[src/fcs_map.vh]
`ifndef FCS_MAP_VH
`define FCS_MAP_VH
// mode pin codes {mode_sel2, mode_sel1, mode_sel0}
`define FCS_MODE_MSER      3'h0
`define FCS_MODE_SSER      3'h7
`define FCS_MODE_MPAR_UP   3'h4
`define FCS_MODE_MPAR_DN   3'h6
`define FCS_MODE_SYNC_PER  3'h3
`define FCS_MODE_ASYNC_PER 3'h5
`define FCS_MODE_RSV0      3'h2
`define FCS_MODE_RSV1      3'h1
// header format and start-up extra clocks
`define FCS_PREAMBLE       4'h2
`define FCS_LEN_BITS       24
`define FCS_EXTRA_CLKS     3'h4
// clock figures
`define FCS_SYS_MHZ        125
`define FCS_SLOW_MHZ       1
`define FCS_FAST_FACTOR    8
// init settle times in us, mode sample delay in cycles
`define FCS_INIT_MIN_US    50
`define FCS_INIT_MAX_US    250
`define FCS_SLAVE_WAIT_US  250
`define FCS_MODE_DLY       2
`endif

[src/fcs_fifo.v]
`timescale 1ns/1ps
`default_nettype none
module fcs_fifo #(
  parameter WIDTH = 1,
  parameter DEPTH = 8,
  parameter AW    = 3
) (
  input  wire             ref_clk_in,
  input  wire             sys_rst_in,
  input  wire [WIDTH-1:0] wr_data_in,
  input  wire             wr_valid_in,
  output wire             wr_ready_out,
  output wire [WIDTH-1:0] rd_data_out,
  output wire             rd_valid_out,
  input  wire             rd_ready_in
);
  reg [WIDTH-1:0] mem_reg [0:DEPTH-1];
  reg [AW-1:0]    wp_reg;
  reg [AW-1:0]    rp_reg;
  reg [AW:0]      cnt_reg;
  wire wr_go = wr_valid_in && (cnt_reg != DEPTH);
  wire rd_go = rd_ready_in && (cnt_reg != 0);
  assign wr_ready_out = (cnt_reg != DEPTH);
  assign rd_valid_out = (cnt_reg != 0);
  assign rd_data_out  = mem_reg[rp_reg];
  always @(posedge ref_clk_in) begin
    if (sys_rst_in) begin
      wp_reg  <= {AW{1'b0}};
      rp_reg  <= {AW{1'b0}};
      cnt_reg <= {(AW+1){1'b0}};
    end else begin
      if (wr_go) begin
        mem_reg[wp_reg] <= wr_data_in;
        wp_reg          <= (wp_reg == DEPTH-1) ? {AW{1'b0}} : wp_reg + 1'b1;
      end
      if (rd_go)
        rp_reg <= (rp_reg == DEPTH-1) ? {AW{1'b0}} : rp_reg + 1'b1;
      if (wr_go && !rd_go)
        cnt_reg <= cnt_reg + 1'b1;
      else if (rd_go && !wr_go)
        cnt_reg <= cnt_reg - 1'b1;
    end
  end
endmodule
`default_nettype wire

[src/fcs_sequencer.v]
`timescale 1ns/1ps
`default_nettype none
`include "fcs_map.vh"
module fcs_sequencer #(
  parameter FRAMES        = 16,
  parameter FRAME_BITS    = 8,
  parameter POR_CYCLES    = 5000,
  parameter INIT_MIN_CYC  = `FCS_INIT_MIN_US * `FCS_SYS_MHZ,
  parameter SLAVE_WAIT_CY = `FCS_SLAVE_WAIT_US * `FCS_SYS_MHZ,
  parameter RATE_BIT_POS  = 4
) (
  input  wire        ref_clk_in,
  input  wire        sys_rst_in,
  input  wire        program_n_in,
  input  wire        init_n_in,
  output reg         init_n_oe_out,
  output reg         init_n_out,
  input  wire        mode_sel0_in,
  input  wire        mode_sel1_in,
  input  wire        mode_sel2_in,
  input  wire        din_in,
  input  wire        config_clk_in,
  output reg         config_clk_out,
  output reg         config_clk_oe_out,
  input  wire        read_clk_in,
  output reg         dout_out,
  output reg         done_out,
  output reg         low_during_cfg_n_out,
  output reg         high_during_cfg_out,
  output reg         gsr_out,
  output reg         user_io_en_out,
  output reg         cfg_error_out,
  output reg  [2:0]  mode_out,
  output reg         fast_rate_out,
  input  wire [1:0]  done_step_in,
  input  wire [1:0]  gsr_step_in,
  input  wire [1:0]  io_step_in,
  input  wire        fast_rate_option_in
);
  // ==========================================================
  // timing constants, state and phase codes
  localparam SLOW_DIV  = `FCS_SYS_MHZ / `FCS_SLOW_MHZ;
  localparam FAST_DIV  = SLOW_DIV / `FCS_FAST_FACTOR;
  localparam [3:0] ST_CLEAR = 4'h1;
  localparam [3:0] ST_WAIT  = 4'h2;
  localparam [3:0] ST_LOAD  = 4'h4;
  localparam [3:0] ST_START = 4'h8;
  localparam [5:0] PH_HDR   = 6'h01;
  localparam [5:0] PH_LEN   = 6'h02;
  localparam [5:0] PH_FRM   = 6'h04;
  localparam [5:0] PH_PASS  = 6'h08;
  localparam [5:0] PH_ERR   = 6'h10;
  localparam [5:0] PH_IDLE  = 6'h20;

  // ==========================================================
  // pin synchronisers
  reg [1:0] prog_s_reg, init_s_reg, din_s_reg, config_clk_s_reg, rclk_s_reg;
  reg [2:0] m_s1_reg, m_s2_reg;
  reg       config_clk_d_reg, rclk_d_reg;
  always @(posedge ref_clk_in) begin
    prog_s_reg <= {prog_s_reg[0], program_n_in};
    init_s_reg <= {init_s_reg[0], init_n_in};
    din_s_reg  <= {din_s_reg[0], din_in};
    config_clk_s_reg <= {config_clk_s_reg[0], config_clk_in};
    rclk_s_reg <= {rclk_s_reg[0], read_clk_in};
    m_s1_reg   <= {mode_sel2_in, mode_sel1_in, mode_sel0_in};
    m_s2_reg   <= m_s1_reg;
    config_clk_d_reg <= config_clk_s_reg[1];
    rclk_d_reg <= rclk_s_reg[1];
  end
  wire prog_low = ~prog_s_reg[1];
  wire init_hi  = init_s_reg[1];
  wire ext_rise = config_clk_s_reg[1] & ~config_clk_d_reg;
  wire rclk_end = rclk_s_reg[1] & ~rclk_d_reg;

  // ==========================================================
  // state registers
  reg [3:0]  state_reg;
  reg [31:0] por_cnt_reg, wait_cnt_reg;
  reg [15:0] frm_addr_reg;
  reg        last_pass_reg;
  reg [1:0]  mode_dly_reg;
  reg        master_reg;
  reg        par_wait_reg;
  reg [7:0]  div_cnt_reg;
  reg        clk_run_reg;
  reg [5:0]  ph_reg;
  reg [3:0]  pre_reg;
  reg [23:0] len_reg, len_cnt_reg;
  reg [4:0]  len_bits_reg;
  reg [15:0] frm_cnt_reg, bit_cnt_reg;
  reg        parity_reg;
  reg [2:0]  extra_reg;
  reg [2:0]  su_cnt_reg;
  reg        fwd_reg;
  wire por_busy = (por_cnt_reg != POR_CYCLES);
  wire [2:0] mode_pins = m_s2_reg;
  wire mode_master = (mode_pins == `FCS_MODE_MSER) || (mode_pins == `FCS_MODE_MPAR_UP) ||
                     (mode_pins == `FCS_MODE_MPAR_DN) || (mode_pins == `FCS_MODE_ASYNC_PER);
  wire mode_rsv = (mode_pins == `FCS_MODE_RSV0) || (mode_pins == `FCS_MODE_RSV1);

  // ==========================================================
  // config clock: own divider in master modes, sampled pin otherwise
  wire [7:0] div_top = fast_rate_out ? FAST_DIV[7:0] : SLOW_DIV[7:0];
  wire master_rise = master_reg && clk_run_reg && (div_cnt_reg == 8'h00);
  wire master_fall = master_reg && clk_run_reg && (div_cnt_reg == {1'b0, div_top[7:1]});
  wire rise = (state_reg == ST_LOAD || state_reg == ST_START) &&
              (master_reg ? master_rise : ext_rise);
  wire slave_fall = ~master_reg && ~config_clk_s_reg[1] && config_clk_d_reg;
  wire fall = master_reg ? master_fall : slave_fall;

  // forwarding buffer between sampling on rise and driving on fall
  wire fifo_in_ready, fifo_out_valid, fifo_out_data;
  fcs_fifo #(.WIDTH(1), .DEPTH(8), .AW(3)) u_fwd (
    .ref_clk_in   (ref_clk_in),
    .sys_rst_in   (sys_rst_in | (state_reg == ST_CLEAR)),
    .wr_data_in   (fwd_reg ? din_s_reg[1] : 1'b1),
    .wr_valid_in  (rise && (ph_reg != PH_IDLE)),
    .wr_ready_out (fifo_in_ready),
    .rd_data_out  (fifo_out_data),
    .rd_valid_out (fifo_out_valid),
    .rd_ready_in  (fall)
  );

  // ==========================================================
  // main sequencer
  always @(posedge ref_clk_in) begin
    if (sys_rst_in) begin
      state_reg <= ST_CLEAR;
      por_cnt_reg <= 32'h0; wait_cnt_reg <= 32'h0;
      frm_addr_reg <= 16'h0; last_pass_reg <= 1'b0; mode_dly_reg <= 2'h0;
      master_reg <= 1'b0; par_wait_reg <= 1'b0; div_cnt_reg <= 8'h00;
      clk_run_reg <= 1'b0; ph_reg <= PH_HDR; pre_reg <= 4'hF;
      len_reg <= 24'h0; len_cnt_reg <= 24'h0; len_bits_reg <= 5'h0;
      frm_cnt_reg <= 16'h0; bit_cnt_reg <= 16'h0; parity_reg <= 1'b0;
      extra_reg <= 3'h0; su_cnt_reg <= 3'h0; fwd_reg <= 1'b1;
      init_n_oe_out <= 1'b1; init_n_out <= 1'b0;
      config_clk_out <= 1'b0; config_clk_oe_out <= 1'b0;
      dout_out <= 1'b1; done_out <= 1'b0;
      low_during_cfg_n_out <= 1'b0; high_during_cfg_out <= 1'b1;
      gsr_out <= 1'b1; user_io_en_out <= 1'b0;
      cfg_error_out <= 1'b0; mode_out <= 3'h0; fast_rate_out <= 1'b0;
    end else begin
      if (por_busy)
        por_cnt_reg <= por_cnt_reg + 32'h1;
      if (prog_low) begin
        // a low program pin restarts configuration from ST_CLEAR
        state_reg <= ST_CLEAR;
        init_n_oe_out <= 1'b1;
        init_n_out <= 1'b0;
        last_pass_reg <= 1'b0;
        done_out <= 1'b0; gsr_out <= 1'b1; user_io_en_out <= 1'b0;
        low_during_cfg_n_out <= 1'b0; high_during_cfg_out <= 1'b1;
        config_clk_oe_out <= 1'b0; fast_rate_out <= 1'b0;
        config_clk_out <= 1'b0;
      end
      // program low must win over any load or start-up transition
      case (prog_low ? ST_CLEAR : state_reg)
        ST_CLEAR: begin
          cfg_error_out <= 1'b0;
          frm_addr_reg <= (frm_addr_reg == FRAMES-1) ? 16'h0 : frm_addr_reg + 16'h1;
          if (frm_addr_reg == FRAMES-1) begin
            if (por_busy || prog_low)
              last_pass_reg <= 1'b0;
            else if (!last_pass_reg)
              last_pass_reg <= 1'b1;
            else begin
              state_reg <= ST_WAIT;
              init_n_oe_out <= 1'b0;
              wait_cnt_reg <= 32'h0;
              mode_dly_reg <= 2'h0;
            end
          end
        end
        ST_WAIT: begin
          // external low on init holds us here
          if (!init_hi) begin
            wait_cnt_reg <= 32'h0;
            mode_dly_reg <= 2'h0;
          end else if (wait_cnt_reg < INIT_MIN_CYC + SLAVE_WAIT_CY) begin
            wait_cnt_reg <= wait_cnt_reg + 32'h1;
            if (wait_cnt_reg >= INIT_MIN_CYC && !mode_master && mode_dly_reg == 2'h2)
              wait_cnt_reg <= INIT_MIN_CYC + SLAVE_WAIT_CY;
            if (mode_dly_reg != `FCS_MODE_DLY)
              mode_dly_reg <= mode_dly_reg + 2'h1;
          end else if (!mode_rsv) begin
            mode_out <= mode_pins;
            master_reg <= mode_master;
            config_clk_oe_out <= mode_master;
            par_wait_reg <= (mode_pins == `FCS_MODE_MPAR_UP) ||
                            (mode_pins == `FCS_MODE_MPAR_DN);
            clk_run_reg <= !((mode_pins == `FCS_MODE_MPAR_UP) ||
                             (mode_pins == `FCS_MODE_MPAR_DN));
            state_reg <= ST_LOAD;
            ph_reg <= PH_HDR; pre_reg <= 4'hF; fwd_reg <= 1'b1;
            len_cnt_reg <= 24'h0;
            len_bits_reg <= 5'h0; frm_cnt_reg <= 16'h0; bit_cnt_reg <= 16'h0;
            div_cnt_reg <= 8'h00; extra_reg <= 3'h0; su_cnt_reg <= 3'h0;
          end
        end
        ST_LOAD, ST_START: begin
          if (par_wait_reg && rclk_end) begin
            par_wait_reg <= 1'b0;
            clk_run_reg <= 1'b1;
          end
          if (master_reg && clk_run_reg) begin
            div_cnt_reg <= (div_cnt_reg >= div_top - 8'h01) ? 8'h00 : div_cnt_reg + 8'h01;
            if (master_rise) config_clk_out <= 1'b1;
            if (master_fall) config_clk_out <= 1'b0;
          end
          if (fall && fifo_out_valid)
            dout_out <= fifo_out_data;
          if (rise) begin
            len_cnt_reg <= len_cnt_reg + 24'h1;
            case (ph_reg)
              PH_HDR: begin
                pre_reg <= {pre_reg[2:0], din_s_reg[1]};
                if ({pre_reg[2:0], din_s_reg[1]} == `FCS_PREAMBLE)
                  ph_reg <= PH_LEN;
              end
              PH_LEN: begin
                len_reg <= {len_reg[22:0], din_s_reg[1]};
                len_bits_reg <= len_bits_reg + 5'h1;
                if (len_bits_reg == `FCS_LEN_BITS - 1) begin
                  ph_reg <= PH_FRM;
                  fwd_reg <= 1'b0;
                end
              end
              PH_FRM: begin
                bit_cnt_reg <= bit_cnt_reg + 16'h1;
                // field layout: start bit, data, even-parity error bit
                if (bit_cnt_reg == 16'h0) begin
                  parity_reg <= 1'b0;
                end else if (bit_cnt_reg <= FRAME_BITS) begin
                  parity_reg <= parity_reg ^ din_s_reg[1];
                  if (frm_cnt_reg == 16'h0 && bit_cnt_reg == RATE_BIT_POS &&
                      master_reg && din_s_reg[1] && fast_rate_option_in)
                    fast_rate_out <= 1'b1;
                end else begin
                  bit_cnt_reg <= 16'h0;
                  if (parity_reg != din_s_reg[1]) begin
                    ph_reg <= PH_ERR;
                    cfg_error_out <= 1'b1;
                    init_n_oe_out <= 1'b1;
                    init_n_out <= 1'b0;
                    clk_run_reg <= 1'b0;
                  end else if (frm_cnt_reg == FRAMES-1) begin
                    ph_reg <= PH_PASS;
                    fwd_reg <= 1'b1;
                  end else
                    frm_cnt_reg <= frm_cnt_reg + 16'h1;
                end
              end
              default: ;
            endcase
            if (state_reg == ST_LOAD && ph_reg != PH_HDR && ph_reg != PH_LEN &&
                ph_reg != PH_ERR && len_cnt_reg + 24'h1 == len_reg) begin
              state_reg <= ST_START;
              ph_reg <= PH_IDLE;
            end
            if (state_reg == ST_START) begin
              su_cnt_reg <= su_cnt_reg + 3'h1;
              if (su_cnt_reg + 3'h1 == {1'b0, done_step_in}) done_out <= 1'b1;
              if (su_cnt_reg + 3'h1 == {1'b0, gsr_step_in})  gsr_out <= 1'b0;
              if (su_cnt_reg + 3'h1 == {1'b0, io_step_in})   user_io_en_out <= 1'b1;
              if (su_cnt_reg + 3'h1 == {1'b0, io_step_in})   begin
                low_during_cfg_n_out <= 1'b1;
                high_during_cfg_out <= 1'b0;
              end
              extra_reg <= extra_reg + 3'h1;
              if (extra_reg + 3'h1 == `FCS_EXTRA_CLKS)
                clk_run_reg <= 1'b0;
            end
          end
        end
        default: state_reg <= ST_CLEAR;
      endcase
    end
  end
endmodule
`default_nettype wire

[config.mk]
export PLATFORM = sky130hd
export DESIGN_NAME = fcs_sequencer
export DESIGN_NICKNAME = d
export VERILOG_FILES = /design/src/fcs_fifo.v /design/src/fcs_sequencer.v
export VERILOG_INCLUDE_DIRS = /design/src
export SDC_FILE = /design/constraint.sdc
export NUM_CORES = 1
export LEC_CHECK = 0
export CORE_UTILIZATION = 58
export CTS_CLUSTER_SIZE = 12
export DETAILED_ROUTE_END_ITERATION = 8
export DONT_BUFFER_PORTS = 1
export GPL_TIMING_DRIVEN = 0
export HOLD_SLACK_MARGIN = 0.12
export PLACE_DENSITY = 0.73
export REMOVE_ABC_BUFFERS = 1
export SLEW_MARGIN = 20
export SYNTH_ARGS = -nofsm -noshare
export SYNTH_HDL_FRONTEND = slang
export SYNTH_SLANG_ARGS = --single-unit
[constraint.sdc]
create_clock -name ref_clk_in -period 2.9 [get_ports ref_clk_in]
set_clock_uncertainty 0.1 [all_clocks]
set_input_delay 0.29 -clock ref_clk_in [delete_from_list [all_inputs] [get_ports ref_clk_in]]
set_output_delay 0.29 -clock ref_clk_in [all_outputs]
set_load 0.05 [all_outputs]
# After elaboration in Yosys (flattened, before gate mapping)
# Memory sizes are Yosys's and may differ from the RTL's. A register that Yosys moved wholly into a read port is not among the register bits.
# Index checks and enable logic that the tools add are counted.
# totals
register_bits	242
ram_bits	8
input_bits	17
output_inout_bits	15
word_cells	404
memories	1
# op_classes
n_addsub	16
n_lt_le_gt_ge	4
eq_ne	69
mux	196
n_bitwise	11
reduce_logical	62
# memory_table
name	words	word_bits	read_ports	rd_ports_with_merged_regs	write_ports	line_no	rtl
u_fwd.mem_reg	8	1	1	1	1	fcs_fifo.v:17	reg [WIDTH-1:0] mem_reg [0:DEPTH-1];
# ops
cell	count
16-bit two-way mux	14
32-bit two-way mux	6
1-bit two-way mux	100
24-bit two-way mux	4
6-bit two-way mux	11
32-bit by 1-bit adder with 32-bit output (second input constant)	2
16-bit one-hot mux with 2 select lines	2
32-bit one-hot mux with 2 select lines	1
16-bit by 1-bit adder with 16-bit output (second input constant)	3
24-bit one-hot mux with 2 select lines	1
4-bit two-way mux	11
3-bit two-way mux	14
8-bit two-way mux	5
6-bit AND reduction	6
16-bit by 4-bit == test with 1-bit output (second input constant)	2
32-bit by 13-bit >= comparator with 1-bit output (second input constant)	1
16-bit zero test	2
32-bit by 16-bit less-than comparator with 1-bit output (second input constant)	1
2-bit inequality test (second input constant)	16
32-bit by 13-bit inequality test with 1-bit output (second input constant)	1
5-bit two-way mux	5
24-bit by 1-bit adder with 24-bit output (second input constant)	1
24-bit == test	1
1-bit logical AND	22
62 further kinds	126

# Depth between registers and ports, before layout
# depth
word_depth	12
depth_mapped	14
depth_no_buf	14

# Modules after synthesis
# A second synthesis with hierarchy kept.
# hier_totals
hier_cells	1448
area_unflattened_um2	12122.9
# by_module_without_submodules
module	instances	cells_per_inst	area_each_um2	seq_area_each_um2
fcs_sequencer	1	1360	11118.2	4664.5
fcs_fifo	1	88	1004.7	500.5

# Worst setup path before layout
# OpenSTA, ideal clock, no wires.
# synth_path
kind	flip-flop to flip-flop
from	register fast_rate_out
to	register u_fwd.cnt_reg[3]
setup_ns	0.071
arrival_time_ns	3.001
required_ns	2.729
setup_slack_ns	-0.272
stages_incl_launch_ff	13
path_buffers	0
synth_period_minus_slack_ns	3.172
path_cell_list	dfxtp_1 -> ha_1 -> nand4_1 -> nor3b_1 -> o21ai_1 -> ha_1 -> inv_1 -> ha_1 -> a21o_1 -> a21oi_1 -> xnor2_1 -> or3_1 -> a21oi_1
# synth_between
elab_chain_cells	8
word_cells_on_any_way	10
classes_between	eq/ne: 1; mux: 3; reduce/logical: 6
# synth_rtl
element	line_no	rtl
start, declared	fcs_sequencer.v:34	output reg fast_rate_out,
start signal, assigned	fcs_sequencer.v:142	cfg_error_out <= 1'b0; mode_out <= 3'h0; fast_rate_out <= 1'b0;
start signal, assigned	fcs_sequencer.v:154	config_clk_oe_out <= 1'b0; fast_rate_out <= 1'b0;
start signal, assigned	fcs_sequencer.v:238	fast_rate_out <= 1'b1;
7-bit two-way mux (*)	fcs_sequencer.v:104	wire [7:0] div_top = fast_rate_out ? FAST_DIV[7:0] : SLOW_DIV[7:0];
8-bit by 6-bit == test with 1-bit output (*)	fcs_sequencer.v:106	wire master_fall = master_reg && clk_run_reg && (div_cnt_reg == {1'b0, div_top[7:1]});
1-bit logical AND (*)	fcs_sequencer.v:106	
1-bit two-way mux (*)	fcs_sequencer.v:110	wire fall = master_reg ? master_fall : slave_fall;
1-bit logical AND (*)	fcs_fifo.v:22	wire rd_go = rd_ready_in && (cnt_reg != 0);
1-bit zero test	fcs_fifo.v:38	if (wr_go && !rd_go)
1-bit logical AND	fcs_fifo.v:38	
4-bit two-way mux / 2-bit nonzero test (equally long branches)	-	
end signal, assigned	fcs_fifo.v:30	cnt_reg <= {(AW+1){1'b0}};
end signal, assigned	fcs_fifo.v:39	cnt_reg <= cnt_reg + 1'b1;
end signal, assigned	fcs_fifo.v:41	cnt_reg <= cnt_reg - 1'b1;
end, declared	fcs_fifo.v:20	reg [AW:0] cnt_reg;
# Every way passes the cells marked *; elsewhere a longest branch is shown, timed or not.
# A chain may end at the register's enable or synchronous reset.

# Worst setup path after layout
# layout_path
from	register len_cnt_reg[6]
to	register state_reg[2]
# layout_between
elab_chain_cells	6
# layout_rtl
element	line_no	rtl
start, declared	fcs_sequencer.v:89	reg [23:0] len_reg, len_cnt_reg;
start signal, assigned	fcs_sequencer.v:214	len_cnt_reg <= len_cnt_reg + 24'h1;
24-bit by 1-bit adder with 24-bit output	fcs_sequencer.v:257	ph_reg != PH_ERR && len_cnt_reg + 24'h1 == len_reg) begin
24-bit == test	fcs_sequencer.v:257	
1-bit logical AND	fcs_sequencer.v:257	
4-bit two-way mux	fcs_sequencer.v:256	if (state_reg == ST_LOAD && ph_reg != PH_HDR && ph_reg != PH_LEN &&
4-bit two-way mux	fcs_sequencer.v:213	if (rise) begin
4-bit one-hot mux with 3 select lines	fcs_sequencer.v:158	case (prog_low ? ST_CLEAR : state_reg)
end signal, assigned	fcs_sequencer.v:168	state_reg <= ST_WAIT;
end signal, assigned	fcs_sequencer.v:258	state_reg <= ST_START;
end signal, assigned	fcs_sequencer.v:276	default: state_reg <= ST_CLEAR;
end, declared	fcs_sequencer.v:78	reg [3:0] state_reg;
# No other way between the ends.

==> results.sh <==
export IMPL_tightestPinTransition_ns=0.821
export IMPL_dr_first_iter_drc_count=585
export IMPL_syn_avg_cell_area_um2=8.42
export IMPL_htreeDepth=1
export IMPL_wirelength_um=28800
export IMPL_die_area_um2=21600
export IMPL_slew_headroom_pct=45.1
export IMPL_busiest_layer="met2"
export IMPL_reg2reg_depth=8
export IMPL_slowest_stage="or4_4"
export IMPL_die_h_um=147
export IMPL_clk_latency_ns=0.53
export IMPL_cts_root_buffer="clkbuf_16"
export IMPL_hold_path_depth=2
export IMPL_fmax_ghz=0.347
export IMPL_switching_share_pct=20.6
export IMPL_vias_per_cell=6.01
export IMPL_p_per_area_nw_per_um2=496
export IMPL_gr_usage_met2_pct=45.3
export IMPL_syn_inst=1446
export IMPL_outcome="finished, final reports clean"
export IMPL_crit_arrival_ns=3.18
export IMPL_cp_max_fo=6
export IMPL_slowest_delay_ns=0.51
export IMPL_hold_path_class="in2reg"
export IMPL_antenna_found_initial=1
export IMPL_yosysUniqueCellTypes=80
export IMPL_r2r_slack_ns=0.02
export IMPL_port_buffers=0
export IMPL_cts_sinks=251
export IMPL_seq_area_frac_synth_pct=41.9
export IMPL_grtUsageMet3_pct=4.38
export IMPL_hold_end="gsr_out"
export IMPL_place_area_um2=12300
export IMPL_fin_crit_sh_pct=99.4
export IMPL_fin_ws_ns=0.0175
export IMPL_r2r_end="state_reg[2]"
export IMPL_holdCritStartpoint="sys_rst_in"
export IMPL_clkPwrFrac_pct=48.4
export IMPL_switching_power_mw=1.44
export IMPL_row_count=52
export IMPL_clockBufferDepth=3
export IMPL_yosys_top_cells_area="dfxtp_1, nor2_1, a21oi_1"
export IMPL_crit_path_end_kind="flip-flop"
export IMPL_synth_seq_cells=251
export IMPL_syn_area_um2=12200
export IMPL_synth_most_common_cell="dfxtp_1"
export IMPL_rsz0062_at_grt="yes"
export IMPL_syn_to_final_growth_pct=15.8
export IMPL_dp_hpwl_um=18100
export IMPL_synth_top_cell_area_share_pct=40.0
export IMPL_p_int_mw=5.56
export IMPL_synth_edf_count=8
export IMPL_grt_pass1_wl_um=47200
export IMPL_drive_gt1_share_pct=13.5
export IMPL_cap_violations=0
export IMPL_dpl_worst_slack_ns=-0.833
export IMPL_groute_layer_met1_usage_pct=32.7
export IMPL_grt_pass1_vias=9858
export IMPL_yosys_top_cells_count="dfxtp_1, nor2_1, nand2_1, a21oi_1, nand3_1"
export IMPL_comb_power_share_pct=1.6
export IMPL_p_leak_nw=4.93
export IMPL_finalWorstPathRequiredPeriod_ns=2.88
export IMPL_async_flop_share_pct=0
export IMPL_vdd_drop_max_v=0.000585
export IMPL_finalSetupViolations=0
export IMPL_critPathKind="reg2reg"
export IMPL_cts_buffers=27
export IMPL_grt_usage_pct=26.1
export IMPL_post_drt_wl_per_cell_um=16.5
export IMPL_antenna_left=0
export IMPL_num_antenna_cells=0
export IMPL_via_count=10503
export IMPL_io_pins=32
export IMPL_critical_path_cell_chain="and3_4, nand4_4, or4_4, a2111oi_4, nand4_2, or4_4, o21ai_2, a21oi_1"
export IMPL_drc=0
export IMPL_core_area_um2=20400
export IMPL_nets=1505
export IMPL_grt_max_degree=134
export IMPL_hold_violations=0
export IMPL_power_share_sequential_pct=50.0
export IMPL_fp_dieW_um=147
export IMPL_initial_core_util_pct=59.6
export IMPL_r2r_start="len_cnt_reg[6]"
export IMPL_synth_warnings=0
export IMPL_slew_viol_final=0
export IMPL_crit_path_frequent_cell="or4_4"
export IMPL_design_area_um2=14100
export IMPL_cp_required_ns=3.19
export IMPL_cp_start_kind="flip-flop"
export IMPL_yosys_area_top_type="dfxtp_1"
export IMPL_tritoncts="done"
export IMPL_drt_pre_antenna_iters=5
export IMPL_gp_congestion=0.842
export IMPL_synth_ff_type="dfxtp_1"
export IMPL_grt_overflow=0
export IMPL_clk_pin_slew_ns=0.07
## area by class of cell
| cell class | count | area (um^2) |
|---|---|---|
| Inverter | 24 | 92.6 |
| Multi-Input combinational cell | 1106 | 7140 |
| Sequential cell | 251 | 5170 |
| Clock inverter | 3 | 40.0 |
| Tap cell | 270 | 338 |
| Fill cell | 1619 | 6330 |
| Timing Repair Buffer | 50 | 479 |
| Clock buffer | 44 | 840 |
## power by group through the flow
stage          Clock, mW  Sequential [mW]  Combinational (mW)
3_3_place_gp           0             3.58              0.0566
4_1_cts             3.44             3.50               0.112
6_report            3.39             3.50               0.112
5_1_grt             3.59             3.50               0.122
2_1_floorplan          0             3.58              0.0428
3_5_place_dp           0             3.58              0.0576
## per-layer routing
layer	wire length, um	part of all wire (%)	vias up
li1	-	-	5178
met1	12600	44	4975
met2	13900	48	265
met3	1420	4.9	83
met4	902	3.1	2
met5	8	0.028	-
## worst max-delay path, delay by kind of cell (launching register included)
| family | cells | cell delay, ns |
|---|---|---|
| AOI/OAI and AO/OA | 3 | 0.55 |
| DFF | 1 | 0.47 |
| and+or+nand+nor | 5 | 1.63 |
## cells in the final DEF, fill, tap and decap left out, types with 18 or more instances in the layout
cell	instances
nor4_1	19
and3_1	28
buf_4	29
nand4_1	33
a31oi_1	18
dfxtp_2	25
xnor2_1	48
clkbuf_16	27
nand2_1	109
dfxtp_1	209
nor3_1	42
inv_1	20
nor2_1	229
nand3_1	57
a21oi_1	107
xor2_1	60
mux2i_1	32
ha_1	23
o21ai_0	49
## through the flow
stage / power [mW] / std cells / util (%) / setup TNS (ns) / hold slack, ns
2_1_floorplan: 3.62 / 1380 / - / -41.13 / 0.210
3_3_place_gp: 3.64 / 1650 / 59.8 / -222.72 / 0.218
3_5_place_dp: 3.64 / 1653 / 60.3 / -78.03 / 0.218
4_1_cts: 7.05 / 1737 / 67.7 / -0.0345 / 0.144
5_1_grt: 7.21 / 1748 / 69.0 / -0.199 / 0.174
6_report: 7.00 / 1748 / 69.0 / 0 / 0.166
## timing repair
action / in CTS / in global routing
pin swaps: 16 / 20
hold buffers: 17 / 0
endpoints found under the hold margin: 159 / 0
gates resized for setup: 66 / 57
setup buffers: 19 / 12
cloned: 1 / 0
endpoints found under the setup margin: 154 / 82
## how the worst max path moves through the flow
stage | start | end | slack, ns | cells past startpoint
after global placement | prog_s_reg[1] | len_reg[15] | -3.18 | 6
after detailed placement | prog_s_reg[1] | len_reg[16] | -0.83 | 7
after global routing | len_cnt_reg[1] | state_reg[2] | -0.06 | 9
final | len_cnt_reg[6] | state_reg[2] | 0.02 | 8
after CTS | state_reg[2] | u_fwd.cnt_reg[3] | -0.02 | 13
after floorplan | prog_s_reg[1] | len_reg[0] | -1.37 | 6
## kinds of logic (layout without fill, tap and decap cells)
kind of cell	Yosys count	count (layout)	synth area share [%]
mux	34	34	3.00
xor+xnor	108	108	7.77
buf+inv	90	121	3.08
compound gates	258	259	13.1
simple gates	677	677	28.2
flops	251	251	41.9
fa+ha+maj	28	28	2.94
(Power assumes the default switching activity.)
